File: src/rtl/dram_mode_regs.svh
// Register offsets, field positions, reset values and timing counts of the mode decoder
`ifndef DRAM_MODE_REGS_SVH
`define DRAM_MODE_REGS_SVH

`define MODE_STAGE_OFS      12'h000
`define MODE_LOAD_OFS       12'h004
`define MODE_ACTIVE_OFS     12'h008
`define MODE_STATUS_OFS     12'h00C

`define FLD_LATCH_MODE      0
`define FLD_WCAS_DELAY      1
`define FLD_ROW_HOLD        2
`define FLD_COL_SETUP       3
`define FLD_CFG_LO          4
`define FLD_CFG_HI          6
`define FLD_LOAD_GO         0
`define MODE_RESET_VAL      7'h00

`define CLK_PERIOD_NS       50
`define ROW_HOLD_LONG_NS    25
`define ROW_HOLD_SHORT_NS   15
`define COL_SETUP_LONG_NS   10
`define COL_SETUP_SHORT_NS  0
`define MIN_CYC(ns) (((((ns) + `CLK_PERIOD_NS - 1) / `CLK_PERIOD_NS) < 1) ? 1 : \
                     (((ns) + `CLK_PERIOD_NS - 1) / `CLK_PERIOD_NS))
`define ROW_HOLD_LONG_CYC   `MIN_CYC(`ROW_HOLD_LONG_NS)
`define ROW_HOLD_SHORT_CYC  `MIN_CYC(`ROW_HOLD_SHORT_NS)
`define COL_SETUP_LONG_CYC  `MIN_CYC(`COL_SETUP_LONG_NS)
`define COL_SETUP_SHORT_CYC `MIN_CYC(`COL_SETUP_SHORT_NS)
`define DELAY_LINE_CYC      1

`endif

File: src/rtl/dram_mode_pkg.sv
// Types shared by the mode decoder modules
package dram_mode_pkg;
    typedef enum logic [1:0] {SEQ_IDLE, SEQ_ROW, SEQ_COL, SEQ_CAS} seq_state_e;
    typedef logic [2:0] cfg_code_t;
    typedef logic [3:0] cyc_t;
    typedef logic [3:0] strobe_t;
endpackage : dram_mode_pkg

File: src/rtl/strobe_select_decode.sv
// Strobe selection and scrub decode from the configuration code and bank inputs
`timescale 1ns/100ps
module strobe_select_decode
    import dram_mode_pkg::*;
(
    input  wire logic      aclk,
    input  wire logic      aresetn,
    input  wire cfg_code_t strobe_config_code,
    input  wire logic      bank_sel_high,
    input  wire logic      bank_sel_low,
    output logic [3:0]     ras_sel,
    output logic [3:0]     cas_sel,
    output logic           refresh_scrub
);
    // Strobe pattern for one code and bank pair
    function automatic strobe_t sel_of(input cfg_code_t c, input logic hi, input logic lo);
        strobe_t s;
        s = 4'hF;
        unique case (c)
            3'h0: s = 4'hF;                                         // RL7
            3'h1: s = hi ? 4'hC : 4'h3;                             // RL9
            3'h2: s = strobe_t'(4'h1 << {hi, lo});                  // RL10 RL11
            default: s = 4'hF;
        endcase
        return s;
    endfunction : sel_of

    // Decode used for both strobe groups and scrub
    always_comb begin
        ras_sel       = sel_of(strobe_config_code, bank_sel_high, bank_sel_low);
        cas_sel       = sel_of(strobe_config_code, bank_sel_high, bank_sel_low);
        refresh_scrub = (strobe_config_code <= 3'h2);               // RL7 RL9
    end
endmodule : strobe_select_decode

File: src/rtl/access_timing_seq.sv
// RAS, address phase and CAS timing for one access
`timescale 1ns/100ps
module access_timing_seq
    import dram_mode_pkg::*;
#(
    parameter int DELAY_LINE_CYC = 1
)(
    input  wire logic aclk,
    input  wire logic aresetn,
    input  wire logic access_req,
    input  wire logic write_access,
    input  wire logic write_cas_delay_sel,
    input  wire cyc_t row_hold_cyc,
    input  wire cyc_t col_setup_cyc,
    output logic      ras_on,
    output logic      addr_col,
    output logic      cas_on
);
    localparam cyc_t DLY = cyc_t'(DELAY_LINE_CYC);

    if (DELAY_LINE_CYC < 1 || DELAY_LINE_CYC > 15) begin : g_bad_dly
        $error("DELAY_LINE_CYC must lie in 1..15");
    end

    seq_state_e state_ff;
    seq_state_e nxt_state;
    cyc_t       phase_cnt_ff;
    cyc_t       ras_age_ff;
    logic       wr_dly;
    logic       cas_ok;

    // Write delay waits for both the delay line and the first edge after RAS
    assign wr_dly = write_access && write_cas_delay_sel;                          // RL3
    assign cas_ok = (phase_cnt_ff >= col_setup_cyc)
                  && (!wr_dly || (ras_age_ff >= DLY && ras_age_ff >= 4'h1));      // RL4

    // Next state
    always_comb begin
        nxt_state = state_ff;
        if (!access_req) begin
            nxt_state = SEQ_IDLE;
        end else begin
            unique case (state_ff)
                SEQ_IDLE: nxt_state = SEQ_ROW;
                SEQ_ROW:  if (phase_cnt_ff >= row_hold_cyc) nxt_state = SEQ_COL;  // RL5
                SEQ_COL:  if (cas_ok) nxt_state = SEQ_CAS;                        // RL6
                SEQ_CAS:  nxt_state = SEQ_CAS;
            endcase
        end
    end

    // State register
    always_ff @(posedge aclk) begin
        if (!aresetn) begin
            state_ff <= SEQ_IDLE;
        end else begin
            state_ff <= nxt_state;
        end
    end

    // Cycles spent in the current phase, restart on each phase change
    always_ff @(posedge aclk) begin
        if (!aresetn || nxt_state != state_ff) begin
            phase_cnt_ff <= 4'h1;
        end else if (phase_cnt_ff != 4'hF) begin
            phase_cnt_ff <= phase_cnt_ff + 4'h1;
        end
    end

    // Cycles since RAS went active
    always_ff @(posedge aclk) begin
        if (!aresetn || state_ff == SEQ_IDLE) begin
            ras_age_ff <= 4'h0;
        end else if (ras_age_ff != 4'hF) begin
            ras_age_ff <= ras_age_ff + 4'h1;
        end
    end

    assign ras_on   = (state_ff != SEQ_IDLE);
    assign addr_col = (state_ff == SEQ_COL) || (state_ff == SEQ_CAS);
    assign cas_on   = (state_ff == SEQ_CAS);
endmodule : access_timing_seq

File: src/rtl/dram_ctrl_mode_bit_decode.sv
// Mode word registers over AXI4-Lite, address latches and strobe generation
//
// Notes on behaviour
// RL1: Latch mode 0 captures row, column, bank on strobe, latch enable, granted B.
// RL2: Latch mode 1 makes row, column and bank latches transparent.
// RL3: Write CAS delay 0 gives identical CAS timing for reads and writes.
// RL4: Write CAS delay 1 waits for delay line and first edge after RAS.
// RL5: Row hold select gives 25 ns at 0, 15 ns at 1 after RAS.
// RL6: Column setup select gives 10 ns at 0, 0 ns at 1 before CAS.
// RL7: Code 000 selects all strobes, ignores banks, scrubs during refresh.
// RL8: A selected CAS asserts only while its lane extend input is asserted.
// RL9: Code 001: upper bank picks pair 0-1 or 2-3; scrubbing on.
// RL10: Code 010: both bank inputs select one RAS and CAS pair.
// RL11: Single select: banks 00, 01, 10, 11 select pairs 0 to 3.
// RL12: Active mode settings stay unchanged until the next mode load.
//
// Decided for this implementation: the address map and the AXI4-Lite register port.
`timescale 1ns/100ps
`include "dram_mode_regs.svh"
module dram_ctrl_mode_bit_decode
    import dram_mode_pkg::*;
#(
    parameter int ADDR_W         = 11,
    parameter int DELAY_LINE_CYC = `DELAY_LINE_CYC
)(
    input  wire logic              aclk,
    input  wire logic              aresetn,
    input  wire logic [11:0]       s_axi_awaddr,
    input  wire logic              s_axi_awvalid,
    output logic                   s_axi_awready,
    input  wire logic [31:0]       s_axi_wdata,
    input  wire logic [3:0]        s_axi_wstrb,
    input  wire logic              s_axi_wvalid,
    output logic                   s_axi_wready,
    output logic [1:0]             s_axi_bresp,
    output logic                   s_axi_bvalid,
    input  wire logic              s_axi_bready,
    input  wire logic [11:0]       s_axi_araddr,
    input  wire logic              s_axi_arvalid,
    output logic                   s_axi_arready,
    output logic [31:0]            s_axi_rdata,
    output logic [1:0]             s_axi_rresp,
    output logic                   s_axi_rvalid,
    input  wire logic              s_axi_rready,
    input  wire logic              port_a_addr_strobe,
    input  wire logic              port_a_latch_enable,
    input  wire logic              port_b_access_request,
    input  wire logic              port_b_grant,
    input  wire logic [ADDR_W-1:0] row_addr_in,
    input  wire logic [ADDR_W-1:0] col_addr_in,
    input  wire logic              bank_sel_high,
    input  wire logic              bank_sel_low_or_latch_mode,
    input  wire logic              access_req,
    input  wire logic              write_access,
    input  wire logic [3:0]        byte_lane_cas_extend_n,
    output logic [3:0]             ras_out_n,
    output logic [3:0]             cas_out_n,
    output logic [ADDR_W-1:0]      dram_addr,
    output logic                   refresh_scrub
);
    if (ADDR_W < 9 || ADDR_W > 12) begin : g_bad_addr
        $error("ADDR_W must lie in 9..12");
    end

    localparam logic [1:0] RESP_OKAY   = 2'h0;
    localparam logic [1:0] RESP_SLVERR = 2'h2;

    logic [6:0]        stage_ff;
    logic [6:0]        active_ff;
    logic              load_pulse;
    logic [11:0]       awaddr_ff;
    logic              aw_held_ff;
    logic [31:0]       wdata_ff;
    logic [3:0]        wstrb_ff;
    logic              w_held_ff;
    logic              bvalid_ff;
    logic [1:0]        bresp_ff;
    logic              rvalid_ff;
    logic [31:0]       rdata_ff;
    logic [1:0]        rresp_ff;
    logic              do_write;
    logic [ADDR_W-1:0] row_ff;
    logic [ADDR_W-1:0] col_ff;
    logic [1:0]        bank_ff;
    logic [ADDR_W-1:0] row_q;
    logic [ADDR_W-1:0] col_q;
    logic [1:0]        bank_q;
    logic              capture;
    logic              latch_mode;
    cyc_t              row_hold_cyc;
    cyc_t              col_setup_cyc;
    logic [3:0]        ras_sel;
    logic [3:0]        cas_sel;
    logic              scrub;
    logic              ras_on;
    logic              cas_on;
    logic              addr_col;
    logic [3:0]        ras_n_ff;
    logic [3:0]        cas_n_ff;
    logic [ADDR_W-1:0] addr_ff;
    logic              scrub_ff;

    // Known register offsets
    function automatic logic is_mapped(input logic [11:0] a);
        return a == `MODE_STAGE_OFS || a == `MODE_LOAD_OFS
            || a == `MODE_ACTIVE_OFS || a == `MODE_STATUS_OFS;
    endfunction : is_mapped

    // Write address channel holding
    always_ff @(posedge aclk) begin
        if (!aresetn) begin
            aw_held_ff <= 1'b0;
            awaddr_ff  <= 12'h000;
        end else if (s_axi_awvalid && s_axi_awready) begin
            aw_held_ff <= 1'b1;
            awaddr_ff  <= s_axi_awaddr;
        end else if (do_write) begin
            aw_held_ff <= 1'b0;
        end
    end

    // Write data channel holding
    always_ff @(posedge aclk) begin
        if (!aresetn) begin
            w_held_ff <= 1'b0;
            wdata_ff  <= 32'h0000_0000;
            wstrb_ff  <= 4'h0;
        end else if (s_axi_wvalid && s_axi_wready) begin
            w_held_ff <= 1'b1;
            wdata_ff  <= s_axi_wdata;
            wstrb_ff  <= s_axi_wstrb;
        end else if (do_write) begin
            w_held_ff <= 1'b0;
        end
    end

    assign s_axi_awready = !aw_held_ff;
    assign s_axi_wready  = !w_held_ff;
    assign do_write      = aw_held_ff && w_held_ff && !bvalid_ff;

    // Write response
    always_ff @(posedge aclk) begin
        if (!aresetn) begin
            bvalid_ff <= 1'b0;
            bresp_ff  <= RESP_OKAY;
        end else if (do_write) begin
            bvalid_ff <= 1'b1;
            bresp_ff  <= is_mapped(awaddr_ff) ? RESP_OKAY : RESP_SLVERR;
        end else if (s_axi_bready) begin
            bvalid_ff <= 1'b0;
        end
    end

    // Staged mode word, fields sit in byte lane 0
    always_ff @(posedge aclk) begin
        if (!aresetn) begin
            stage_ff <= `MODE_RESET_VAL;
        end else if (do_write && awaddr_ff == `MODE_STAGE_OFS && wstrb_ff[0]) begin
            stage_ff <= wdata_ff[6:0];
        end
    end

    // Mode load sequence commits the staged word
    assign load_pulse = do_write && awaddr_ff == `MODE_LOAD_OFS && wstrb_ff[0]
                      && wdata_ff[`FLD_LOAD_GO];

    // Active mode word kept until the next load
    always_ff @(posedge aclk) begin
        if (!aresetn) begin
            active_ff <= `MODE_RESET_VAL;
        end else if (load_pulse) begin
            active_ff <= stage_ff;                                           // RL12
        end
    end

    // Read channel
    always_ff @(posedge aclk) begin
        if (!aresetn) begin
            rvalid_ff <= 1'b0;
            rdata_ff  <= 32'h0000_0000;
            rresp_ff  <= RESP_OKAY;
        end else if (s_axi_arvalid && s_axi_arready) begin
            rvalid_ff <= 1'b1;
            rresp_ff  <= is_mapped(s_axi_araddr) ? RESP_OKAY : RESP_SLVERR;
            unique case (s_axi_araddr)
                `MODE_STAGE_OFS:  rdata_ff <= {25'h0, stage_ff};
                `MODE_ACTIVE_OFS: rdata_ff <= {25'h0, active_ff};
                `MODE_STATUS_OFS: rdata_ff <= {24'h0, scrub_ff, cas_on, ras_on,
                                               addr_col, bank_q, 2'h0};
                default:          rdata_ff <= 32'h0000_0000;
            endcase
        end else if (s_axi_rready) begin
            rvalid_ff <= 1'b0;
        end
    end

    assign s_axi_arready = !rvalid_ff;
    assign s_axi_rvalid  = rvalid_ff;
    assign s_axi_rdata   = rdata_ff;
    assign s_axi_rresp   = rresp_ff;
    assign s_axi_bvalid  = bvalid_ff;
    assign s_axi_bresp   = bresp_ff;

    // Mode field decode
    assign latch_mode    = active_ff[`FLD_LATCH_MODE];
    assign row_hold_cyc  = active_ff[`FLD_ROW_HOLD] ? cyc_t'(`ROW_HOLD_SHORT_CYC)
                                                    : cyc_t'(`ROW_HOLD_LONG_CYC);   // RL5
    assign col_setup_cyc = active_ff[`FLD_COL_SETUP] ? cyc_t'(`COL_SETUP_SHORT_CYC)
                                                     : cyc_t'(`COL_SETUP_LONG_CYC); // RL6

    // Capture events for the input latches
    assign capture = port_a_addr_strobe || port_a_latch_enable
                   || (port_b_access_request && port_b_grant);

    // Input address and bank latches
    always_ff @(posedge aclk) begin
        if (!aresetn) begin
            row_ff  <= '0;
            col_ff  <= '0;
            bank_ff <= 2'h0;
        end else if (!latch_mode && capture) begin
            row_ff  <= row_addr_in;                                          // RL1
            col_ff  <= col_addr_in;
            bank_ff <= {bank_sel_high, bank_sel_low_or_latch_mode};
        end
    end

    // Fall-through path when latches are transparent
    assign row_q  = latch_mode ? row_addr_in : row_ff;                       // RL2
    assign col_q  = latch_mode ? col_addr_in : col_ff;
    assign bank_q = latch_mode ? {bank_sel_high, bank_sel_low_or_latch_mode} : bank_ff;

    strobe_select_decode u_decode (
        .aclk               (aclk),
        .aresetn            (aresetn),
        .strobe_config_code (cfg_code_t'(active_ff[`FLD_CFG_HI:`FLD_CFG_LO])),
        .bank_sel_high      (bank_q[1]),
        .bank_sel_low       (bank_q[0]),
        .ras_sel            (ras_sel),
        .cas_sel            (cas_sel),
        .refresh_scrub      (scrub)
    );

    access_timing_seq #(
        .DELAY_LINE_CYC (DELAY_LINE_CYC)
    ) u_seq (
        .aclk                (aclk),
        .aresetn             (aresetn),
        .access_req          (access_req),
        .write_access        (write_access),
        .write_cas_delay_sel (active_ff[`FLD_WCAS_DELAY]),
        .row_hold_cyc        (row_hold_cyc),
        .col_setup_cyc       (col_setup_cyc),
        .ras_on              (ras_on),
        .addr_col            (addr_col),
        .cas_on              (cas_on)
    );

    // Registered DRAM strobes and address
    always_ff @(posedge aclk) begin
        if (!aresetn) begin
            ras_n_ff <= 4'hF;
            cas_n_ff <= 4'hF;
            addr_ff  <= '0;
            scrub_ff <= 1'b0;
        end else begin
            ras_n_ff <= ~({4{ras_on}} & ras_sel);
            cas_n_ff <= ~({4{cas_on}} & cas_sel & ~byte_lane_cas_extend_n);  // RL8
            addr_ff  <= addr_col ? col_q : row_q;
            scrub_ff <= scrub;
        end
    end

    assign ras_out_n     = ras_n_ff;
    assign cas_out_n     = cas_n_ff;
    assign dram_addr     = addr_ff;
    assign refresh_scrub = scrub_ff;
endmodule : dram_ctrl_mode_bit_decode

File: config.mk
export PLATFORM = sky130hd
export DESIGN_NAME = dram_ctrl_mode_bit_decode
export DESIGN_NICKNAME = d
export VERILOG_FILES = /design/src/rtl/dram_mode_pkg.sv /design/src/rtl/strobe_select_decode.sv /design/src/rtl/access_timing_seq.sv /design/src/rtl/dram_ctrl_mode_bit_decode.sv
export VERILOG_INCLUDE_DIRS = /design/src /design/src/rtl
export SDC_FILE = /design/constraint.sdc
export NUM_CORES = 1
export LEC_CHECK = 0
export BUFFER_PORTS_ARGS = -buffer_cell sky130_fd_sc_hd__buf_2
export CORE_ASPECT_RATIO = 2
export CORE_MARGIN = 4
export CORE_UTILIZATION = 31
export CTS_CLUSTER_DIAMETER = 30
export DETAILED_ROUTE_END_ITERATION = 8
export SLEW_MARGIN = 20
export SYNTH_ARGS = -nofsm -noshare
export SYNTH_HDL_FRONTEND = slang
export SYNTH_SLANG_ARGS = --single-unit
File: constraint.sdc
create_clock -name aclk -period 2.1 [get_ports aclk]
set_input_delay 0.21 -clock aclk [delete_from_list [all_inputs] [get_ports aclk]]
set_output_delay 0.21 -clock aclk [all_outputs]
set_load 0.005 [all_outputs]
# Word level (Yosys, flattened, before mapping)
# Cells that the tools add are included.
totals:
  word_cells: 109
  output_inout_bits: 61
  inputBits: 101
  regBits: 128
op_classes:
  n_reduce_logical: 41
  n_lt_le_gt_ge: 3
  n_eq_ne: 14
  bitwise_logic: 6
  n_addsub: 2
  n_shift: 1
  n_mux: 20
ops:
  columns: ["operator", "count"]
  rows:
  - ["$eq A12 B4 Y1 const B", 4]
  - ["$mux W11", 3]
  - ["$eq A12 B3 Y1 const B", 2]
  - ["$logic_not A12 Y1", 2]
  - ["$pmux W8 S3", 1]
  - ["$logic_and A1 B1 Y1", 14]
  - ["$and A4 B4 Y4", 3]
  - ["$logic_or A1 B1 Y1", 12]
  - ["$mux W2", 6]
  - ["$not A4 Y4", 3]
  - ["$reduce_bool A2 Y1", 5]
  - ["$add A4 B1 Y4 const B", 2]
  - ["$ge A4 B1 Y1 const B", 2]
  - ["$ne A4 B4 Y1 const B", 2]
  - ["$pmux W2 S4", 1]
  - ["$pmux W4 S2", 1]
  - ["$logic_not A1 Y1", 7]
  - ["$mux W1", 7]
  - ["$eq A2 B2 Y1 const B", 2]
  - ["$mux W4", 1]
  - ["$shl A1 B2 Y4 const A", 1]
  - ["$eq A3 B1 Y1 const B", 1]
  - ["$eq A3 B2 Y1 const B", 1]
  - ["$le A3 B2 Y1 const B", 1]
  - ["other kinds (3)", 3]

# Depth between registers and ports, before layout
# Gate-level depths: netlist of run 1.
logic_depth:
  ltp_word: 9
  ltp_mapped: 6

# Hierarchy
# Synthesis of run 1 repeated with hierarchy kept, for this count alone.
unflattened:
  hier_cells: 516
  hier_area_um2: 4755.8
modules_own_cells:
  columns: ["mod", "cells_each", "instances", "seq_area_each_um2", "area_per_inst_um2"]
  rows:
  - ["dram_ctrl_mode_bit_decode", 413, 1, 1841.8, 3910.0]
  - ["access_timing_seq", 85, 1, 200.2, 721.9]
  - ["strobe_select_decode", 18, 1, 0.0, 123.9]

# Worst setup path before layout of run 1
# Ideal clock, no wire load.
synth_path:
  path_type: "reg2reg"
  startpoint: "register u_seq.phase_cnt_ff[1]"
  endpoint: "register u_seq.phase_cnt_ff[0]"
  stages_incl_launch_ff: 7
  setup_slack_ps: 392
  t_arrival_ps: 1581
  period_less_slack_ps: 1708
  setup_ps: 127
  path_cell_list: "dfxtp_1 inv_1 ha_1 nor4b_2 a31oi_1 a31o_2 or3_1"
synth_between:
  elab_chain_len: 7
  word_cells_on_any_way: 9
synth_rtl:
  columns: ["element", "line_no", "rtl"]
  rows:
  - ["from (decl)", "access_timing_seq.sv:27", "cyc_t phase_cnt_ff;"]
  - ["from (signal assigned)", "access_timing_seq.sv:66", "phase_cnt_ff <= phase_cnt_ff + 4'h1;"]
  - ["$ge A4 B1 Y1", "access_timing_seq.sv:34, access_timing_seq.sv:45", null]
  - ["$logic_and A1 B1 Y1", "access_timing_seq.sv:35", "&& (!wr_dly || (ras_age_ff >= DLY && ras_age_ff >= 4'h1));"]
  - ["$mux W2", "access_timing_seq.sv:46", "SEQ_COL: if (cas_ok) nxt_state = SEQ_CAS;"]
  - ["$pmux W2 S4", "access_timing_seq.sv:43", "unique case (state_ff)"]
  - ["$mux W2", "access_timing_seq.sv:40", "if (!access_req) begin"]
  - ["$ne A2 B2 Y1", "access_timing_seq.sv:63", "if (!aresetn || nxt_state != state_ff) begin"]
  - ["$logic_or A1 B1 Y1", "access_timing_seq.sv:63", null]
# Parallel ways exist; a longest one is shown, timed or not.
# A chain may end at the register's enable or synchronous reset.

# Worst setup path in the final report of run 1
# Same ends and word-level chain as after synthesis.

==> qor.csv, run 1 <==
metric,value,unit
drv_cap,0,
area_growth,22.3,%
cp-end-kind,register,
fin_total_pwr,4.35,mW
rr_startpoint,u_seq.phase_cnt_ff[1],
wire_per_inst,13.7,um
cp_max_fo,5,
hold-worst-slack,57.1,ps
core-area,14000,um^2
period_needed,1900,ps
die_h,177,um
place.gp.congestion,0.790,
yosys_warnings,0,
hold_buffers,0,
arrival,2120,ps
grt_pass1_wl,17100,um
worst_pin_slew,965,ps
grt_antenna_before_repair,0,
cts-root-buf,clkbuf_16,
synth.avg_cell_area,8.90,um^2
status,"complete, no violations",
worstSkewPairLatency,340,ps
yosysSeqAreaShare,46.1,%
slew_headroom,35.6,%
track_usage,13.2,%
final_antenna_net_count,0,
start_util,31.7,%
nets,707,
multiInputGateArea,2140,um^2
cts_tree,yes,
slew_viol_final,0,
cts_buffer_depth,2,
drive_above_1_share,26.3,%
start_kind,register,
vias_per_cell,4.60,
final-seq-area,2040,um^2
setup_viol,0,
timing.fmax,527,MHz
clk_pin_slew,70,ps
drt-total-wl,10900,um
setup-tns-final,0,ps
postLayoutCoreUtil,38.8,%
antenna_cells,0,
portBuffers,107,
io_pins,162,
vias,3646,
pre_cts_ws,198,ps
fin_skew,7.38,ps
worstSetupStartpoint,u_seq.phase_cnt_ff[1],
rsz0062_at_grt,no,
nFillCells,1400,
ys_ff_latch,102,
synth_edf_count,0,
final_common_cell,nand2_1,
yosysUniqueCellTypes,45,
syn-instance-count,498,
cellPowerDensity,803,nW/um^2
drc_errors,0,
dp_hpwl,8370,um
cts_buffers,9,
fin_ws,203,ps
hold_path_class,in -> reg,
h-tree-depth,3,
period_share,90.3,%
postCtsSetupBuffers,0,
first_iter_violations,120,
gr-total-overflow,0,
p_leak,2.28,nW
rows,61,
max-vdd-ir-drop,0.000505,V
drt_first_pass_iters,4,
die_w,92.5,um
synthFlopType,dfxtp_1,
netlist_area,4430,um^2
cts_resized,0,
crit_required,2320,ps
cts.sinks,102,
hp-start,byte_lane_cas_extend_n[0],
grt_pass1_vias,3677,
crit_type,reg -> reg,
mostFrequentLayoutCells,"nand2_1 (113), buf_2 (107), dfxtp_1 (102)",
grt_max_degree,39,
finalHoldViolations,0,
async_flop_share,0,%
die-area,16400,um^2
per-layer routing:
layer,track usage (%),vias up,share of wire [%]
met5,0,-,0
met4,5.89,0,2.4
met3,2.68,14,5.6
met2,26.1,107,56
met1,12.8,1685,36
li1,-,1840,-
worst max-delay path, cell delays in order (launching register included):
cell     delay, ps
dfxtp_1        400
inv_1           90
ha_1           190
nor4b_2        330
a31oi_1        110
a31o_2         290
or3_1          370
registers in the layout, summed over array words and instances, names as in the netlist, 4 cells and up:
register and flops:
active_ff 7, awaddr_ff 12, cas_out_n 4, col_ff 11
dram_addr 11, ras_out_n 4, row_ff 11, s_axi_rdata 8
stage_ff 7, u_seq.phase_cnt_ff 4, u_seq.ras_age_ff 4, wdata_ff 7
synth_stat cells, types with 3 or more instances:
| master | n | area, um^2 |
|---|---|---|
| mux2i_1 | 31 | 310 |
| buf_2 | 5 | 25.0 |
| o21ai_1 | 5 | 25.0 |
| a211oi_1 | 8 | 60.1 |
| and2_1 | 11 | 68.8 |
| nor2_1 | 35 | 131 |
| mux4_2 | 11 | 248 |
| a31oi_1 | 4 | 25.0 |
| nand3_1 | 4 | 20.0 |
| a21oi_1 | 47 | 235 |
| nor2b_1 | 3 | 18.8 |
| ha_1 | 6 | 75.1 |
| nand2_1 | 113 | 424 |
| inv_1 | 10 | 37.5 |
| o21ai_0 | 7 | 35.0 |
| dfxtp_1 | 102 | 2040 |
| nor4_1 | 6 | 37.5 |
| buf_4 | 28 | 210 |
| nor3_1 | 7 | 35.0 |
| or3_1 | 3 | 18.8 |
| nand2b_1 | 4 | 25.0 |
| or2_2 | 3 | 18.8 |
| clkbuf_1 | 17 | 63.8 |
per-stage QoR:
step,area [um^2],instances
after floorplan,4520,523
after global placement,5080,778
after detailed placement,5080,778
after CTS,5420,793
after global routing,5420,793
final,5420,793
worst paths after layout:
path | to | slack (ps) | cells past startpoint
worst max-delay path | u_seq.phase_cnt_ff[0] | 200 | 6
worst min-delay path | cas_out_n[0] | 60 | 3
worst max register to register | u_seq.phase_cnt_ff[0] | 200 | 6
worst min register to register | col_ff[5] | 450 | 2
power breakdown:
part | switching (mW) | internal, mW | total, mW
Sequential | 0.0508 | 2.02 | 2.07
Clock | 0.712 | 1.16 | 1.87
Combinational | 0.226 | 0.184 | 0.411
cells by family (layout without fill, tap and decap cells):
| family | after synthesis | after routing | synth area share, % |
|---|---|---|---|
| other | 1 | 26 | 0.0846 |
| xor gates and xnor gates | 2 | 2 | 0.395 |
| AOI/OAI and AO/OA | 76 | 76 | 9.52 |
| buffers and inverters | 62 | 143 | 7.77 |
| DFF | 102 | 102 | 46.1 |
| adders and majority gates | 6 | 6 | 1.69 |
| and+or+nand+nor | 205 | 205 | 21.4 |
| muxes | 44 | 44 | 13.1 |
cell type report:
cell class,instances,area share [%]
Multi-Input combinational cell,359,39.5
Sequential cell,102,37.7
Timing Repair Buffer,117,11.5
Tap cell,189,4.36
Clock buffer,9,4.16
Clock inverter,6,2.01
Inverter,11,0.762
Power figures use the tool's default switching activity.
==> run 2, diff against run 1 <==
--- a/config.mk
+++ b/config.mk
@@ -9,9 +9,10 @@
 export BUFFER_PORTS_ARGS = -buffer_cell sky130_fd_sc_hd__buf_2
 export CORE_ASPECT_RATIO = 2
 export CORE_MARGIN = 4
-export CORE_UTILIZATION = 31
+export CORE_UTILIZATION = 49
 export CTS_CLUSTER_DIAMETER = 30
 export DETAILED_ROUTE_END_ITERATION = 8
+export PLACE_DENSITY = 0.79
 export SLEW_MARGIN = 20
 export SYNTH_ARGS = -nofsm -noshare
 export SYNTH_HDL_FRONTEND = slang
==> run 2 against run 1 <==
  * Clock power hardly changed
  * Via count is 2.0% higher
  * Global-route usage is 6.4 points higher
  * Die area is 35% lower
  * Critical path depth stayed put
  * Final cell count is 12% lower
  * Clock skew is 2.6 ps lower
  * Utilization is 22 points higher
  * Sequential power hardly changed
  * Critical path type unchanged
==> qor.csv, run 2 (synthesized netlist as in run 1, its figures left out) <==
metric,value,unit
postLayoutCoreUtil,60.5,%
seqPwrFrac,47.7,%
fin_area,5270,um^2
place.gp.congestion,0.801,
p_leak,2.26,nW
period_share,91.9,%
drc_errors,0,
die_h,142,um
worstSkewPairLatency,340,ps
slew_headroom,49.8,%
clkPwrFrac,43.1,%
swShare,22.0,%
vias,3719,
cts_resized,0,
cellPowerDensity,824,nW/um^2
cts_buffers,9,
wire_per_inst,14.6,um
cts_buffer_depth,2,
hold_path_class,in -> reg,
drt_first_pass_iters,4,
mostFrequentLayoutCells,"nand2_1 (113), buf_2 (107), dfxtp_1 (102)",
worstSetupStartpoint,u_seq.phase_cnt_ff[1],
nets,704,
max-vdd-ir-drop,0.000588,V
rsz0062_at_grt,no,
drive_above_1_share,25.6,%
final_common_cell,nand2_1,
cpMaxStageDelayCell,dfxtp_1,
regToRegSetupSlack,170,ps
grt_max_degree,46,
nFillCells,757,
cts_tree,yes,
dp_hpwl,7790,um
gr-total-overflow,0,
critPathMaxStageDelay,410,ps
fin_ws,169,ps
cp_max_fo,5,
path_cells,"inv_1, ha_1, nor4b_2, a31oi_1, a31o_2, or3_1",
setup-tns-final,0,ps
finalHoldViolations,0,
ff2ff_path_depth,6,
p_comb_share,9.3,%
die_w,75.2,um
endpoint,u_seq.phase_cnt_ff[0],
portBuffers,107,
grt_antenna_before_repair,0,
pre_cts_ws,191,ps
first_iter_violations,169,
crit_buf_inv,1,
die-area,10700,um^2
rows,48,
h-tree-depth,3,
drv_cap,0,
crit_cells,6,
r2r_end,u_seq.phase_cnt_ff[0],
area_growth,19.0,%
drt-total-wl,10200,um
largest_reg_flops,12,
final_antenna_net_count,0,
rr_startpoint,u_seq.phase_cnt_ff[1],
cp_top_family,simple AND/OR/NAND/NOR gates,
antenna_cells,0,
cts-root-buf,clkbuf_16,
status,"complete, no violations",
core-area,8710,um^2
cp-end-kind,register,
start_util,50.9,%
crit_required,2320,ps
crit_type,reg -> reg,
io_pins,162,
fin_skew,4.76,ps
hp-start,byte_lane_cas_extend_n[2],
switching_power,0.956,mW
postCtsSetupBuffers,0,
track_usage,19.6,%
vias_per_cell,5.31,
fin_total_pwr,4.34,mW
cts.sinks,102,
hold-worst-slack,57.9,ps
setup_viol,0,
clk_pin_slew,60,ps
hold_buffers,0,
arrival,2150,ps
worst_pin_slew,751,ps
placed_cell_area,4930,um^2
grt_pass1_vias,3551,
start_kind,register,
instances_no_fill,701,
dp_cells,686,
timing.fmax,518,MHz
period_needed,1930,ps
slew_viol_final,0,
grt_pass1_wl,16100,um
regMostFlops,awaddr_ff,
p_int,3.39,mW
## run 2: cell types whose count changed in the layout (fill, tap and decap cells not counted)
| cell | change |
|---|---|
| clkbuf_8 | +1 |
| clkbuf_1 | +1 |
| nor2_2 | -1 |
| inv_6 | -1 |
| clkinv_2 | -1 |
| buf_4 | -2 |
| nor2_1 | +1 |
| buf_12 | -1 |
## run 2: worst min-delay path by stage
stage	end	cells after the start	slack, ps
5_1_grt	cas_out_n[3]	3	60
3_3_place_gp	cas_out_n[3]	3	400
2_1_floorplan	cas_out_n[1]	2	310
4_1_cts	cas_out_n[2]	3	50
6_report	cas_out_n[2]	3	60
3_5_place_dp	cas_out_n[2]	3	410
## run 2: cell type report
type                    instances  area [um^2]  share of cell area (%)
multi-input cells             359         2140                    40.6
flip-flops and latches        102         2040                    38.7
repair buffers                114          588                    11.2
clock buffers                  11          243                    4.60
well taps                     100          125                    2.37
clock inverters                 4         95.1                    1.80
inverters                      11         41.3                   0.783
## run 2: routing by layer
metal / up-vias / part of all wire, % / global-route usage [%]
li1: 1836 / - / -
met1: 1709 / 34 / 19.8
met2: 143 / 54 / 35.1
met3: 31 / 7.2 / 4.74
met4: 0 / 4.6 / 11.4
met5: - / 0 / 0
## run 2: power groups by stage
stage / combinational, mW / clock (mW) / sequential, mW
floorplan: 0.282 / 0 / 2.10
global placement: 0.388 / 0 / 2.11
detailed placement: 0.403 / 0 / 2.11
CTS: 0.404 / 1.91 / 2.07
global route: 0.458 / 1.98 / 2.08
finish: 0.403 / 1.87 / 2.07
## run 2: worst register-to-register path, stage by stage (launching register included)
cell	delay, ps
dfxtp_1	410
inv_1	100
ha_1	190
nor4b_2	340
a31oi_1	110
a31o_2	300
or3_1	360
==> run 3, diff against run 2 <==
--- a/config.mk
+++ b/config.mk
@@ -13,6 +13,7 @@
 export CTS_CLUSTER_DIAMETER = 30
 export DETAILED_ROUTE_END_ITERATION = 8
 export PLACE_DENSITY = 0.79
+export RECOVER_POWER = 25
 export SLEW_MARGIN = 20
 export SYNTH_ARGS = -nofsm -noshare
 export SYNTH_HDL_FRONTEND = slang
==> run 3 against run 2 <==
  * Clock-buffer cell count unchanged
  * Sequential share of layout area increased by 0.21 points
  * Via count decreased by 0.54%
  * Sequential cell count unchanged
  * Clock skew increased by 0.74 ps
  * Cell area decreased by 0.55%
  * Largest power group unchanged
==> qor.csv, run 3 (synthesized netlist as in run 1, its figures left out) <==
metric,value,unit
fin_ws,176,ps
p_leak,2.19,nW
grt_max_degree,46,
arrival,2150,ps
max-vdd-ir-drop,0.000589,V
dp_hpwl,7790,um
antenna_cells,0,
worst_pin_slew,953,ps
area_growth,18.4,%
critPathMaxStageDelay,390,ps
cp_max_fo,4,
wire_per_inst,14.6,um
finalHoldViolations,0,
drt-total-wl,10200,um
place.gp.congestion,0.801,
largest_reg_flops,12,
drv_cap,0,
grt_pass1_wl,16100,um
cp-end-kind,register,
mostFrequentLayoutCells,"nand2_1 (113), dfxtp_1 (102), buf_2 (89)",
cellPowerDensity,828,nW/um^2
first_iter_violations,171,
drive_above_1_share,22.5,%
nets,704,
cts_tree,yes,
cts_resized,0,
postCtsSetupBuffers,0,
vias,3699,
vias_per_cell,5.28,
fin_total_pwr,4.34,mW
status,"complete, no violations",
cts_buffer_depth,2,
crit_type,reg -> reg,
period_needed,1920,ps
slew_viol_final,0,
multiInputGateArea,2140,um^2
fin_area,5240,um^2
io_pins,162,
track_usage,19.6,%
hold_path_class,in -> reg,
pre_cts_ws,191,ps
grt_antenna_before_repair,0,
start_util,50.9,%
nFillCells,771,
die-area,10700,um^2
final_antenna_net_count,0,
hold_buffers,0,
crit_required,2320,ps
die_w,75.2,um
core-area,8710,um^2
final_common_cell,nand2_1,
timing.fmax,520,MHz
cpMaxStageDelayCell,dfxtp_1,
rsz0062_at_grt,no,
worstSkewPairLatency,340,ps
h-tree-depth,3,
cts_buffers,9,
period_share,91.6,%
cts-root-buf,clkbuf_16,
setup_viol,0,
placed_cell_area,4930,um^2
clk_pin_slew,60,ps
die_h,142,um
grt_pass1_vias,3551,
final-seq-area,2040,um^2
fin_skew,5.50,ps
regMostFlops,awaddr_ff,
setup-tns-final,0,ps
drt_first_pass_iters,5,
start_kind,register,
path_cells,"inv_1, ha_1, nor4bb_1, a31oi_1, a31o_2, or3_1",
gr-total-overflow,0,
portBuffers,107,
slew_headroom,36.5,%
drc_errors,0,
cts.sinks,102,
rows,48,
==> run 3: changes by cell type in the layout (fill, tap and decap cells not counted), sizes merged <==
cell    before  now
buf        114   95
clkbuf      11   30
==> run 3: report_power, final <==
part	leakage (nW)	switching, mW	internal, mW
combinational	1.19	0.224	0.176
clock	0.166	0.685	1.19
sequential	0.836	0.0506	2.02
total	2.19	0.959	3.38
==> run 3: area by class of cell <==
type,instances,area share [%]
repair buffers,114,10.7
multi-input cells,359,40.8
flip-flops and latches,102,38.9
well taps,100,2.39
inverters,11,0.787
clock inverters,4,1.81
clock buffers,11,4.63
==> run 3: metal layers <==
layer / global-route usage, % / part of all wire (%) / vias to the layer above
met5: 0 / 0 / -
met4: 11.4 / 4.8 / 0
met3: 4.74 / 6.9 / 30
met2: 35.1 / 54 / 132
met1: 19.8 / 35 / 1701
li1: - / - / 1836
==> run 3: final timing paths <==
| check | start | end | slack (ps) | depth (start not counted) |
|---|---|---|---|---|
| hold / removal | byte_lane_cas_extend_n[2] | cas_out_n[2] | 60 | 3 |
| setup / recovery | u_seq.ras_age_ff[1] | u_seq.phase_cnt_ff[0] | 180 | 6 |
| hold reg to reg | col_ff[7] | col_ff[7] | 450 | 2 |
| setup reg to reg | u_seq.ras_age_ff[1] | u_seq.phase_cnt_ff[0] | 180 | 6 |
==> run 3: worst max-delay path, delay by kind of cell, from the launching register on <==
kind,cells,cell delay [ps]
AND/OR/NAND/NOR,2,690
AO/OA/AOI/OAI,2,470
flip-flops,1,390
adder cells (fa/ha/maj),1,180
buffers and inverters,1,80
==> run 3: stage by stage <==
step / hold slack, ps / std cells / util [%]
after global placement: 402 / 686 / 56.7
after global routing: 63.7 / 701 / 60.2
final: 56.3 / 701 / 60.2
after CTS: 49.2 / 701 / 60.5
after floorplan: 309 / 523 / -
after detailed placement: 407 / 686 / 56.7
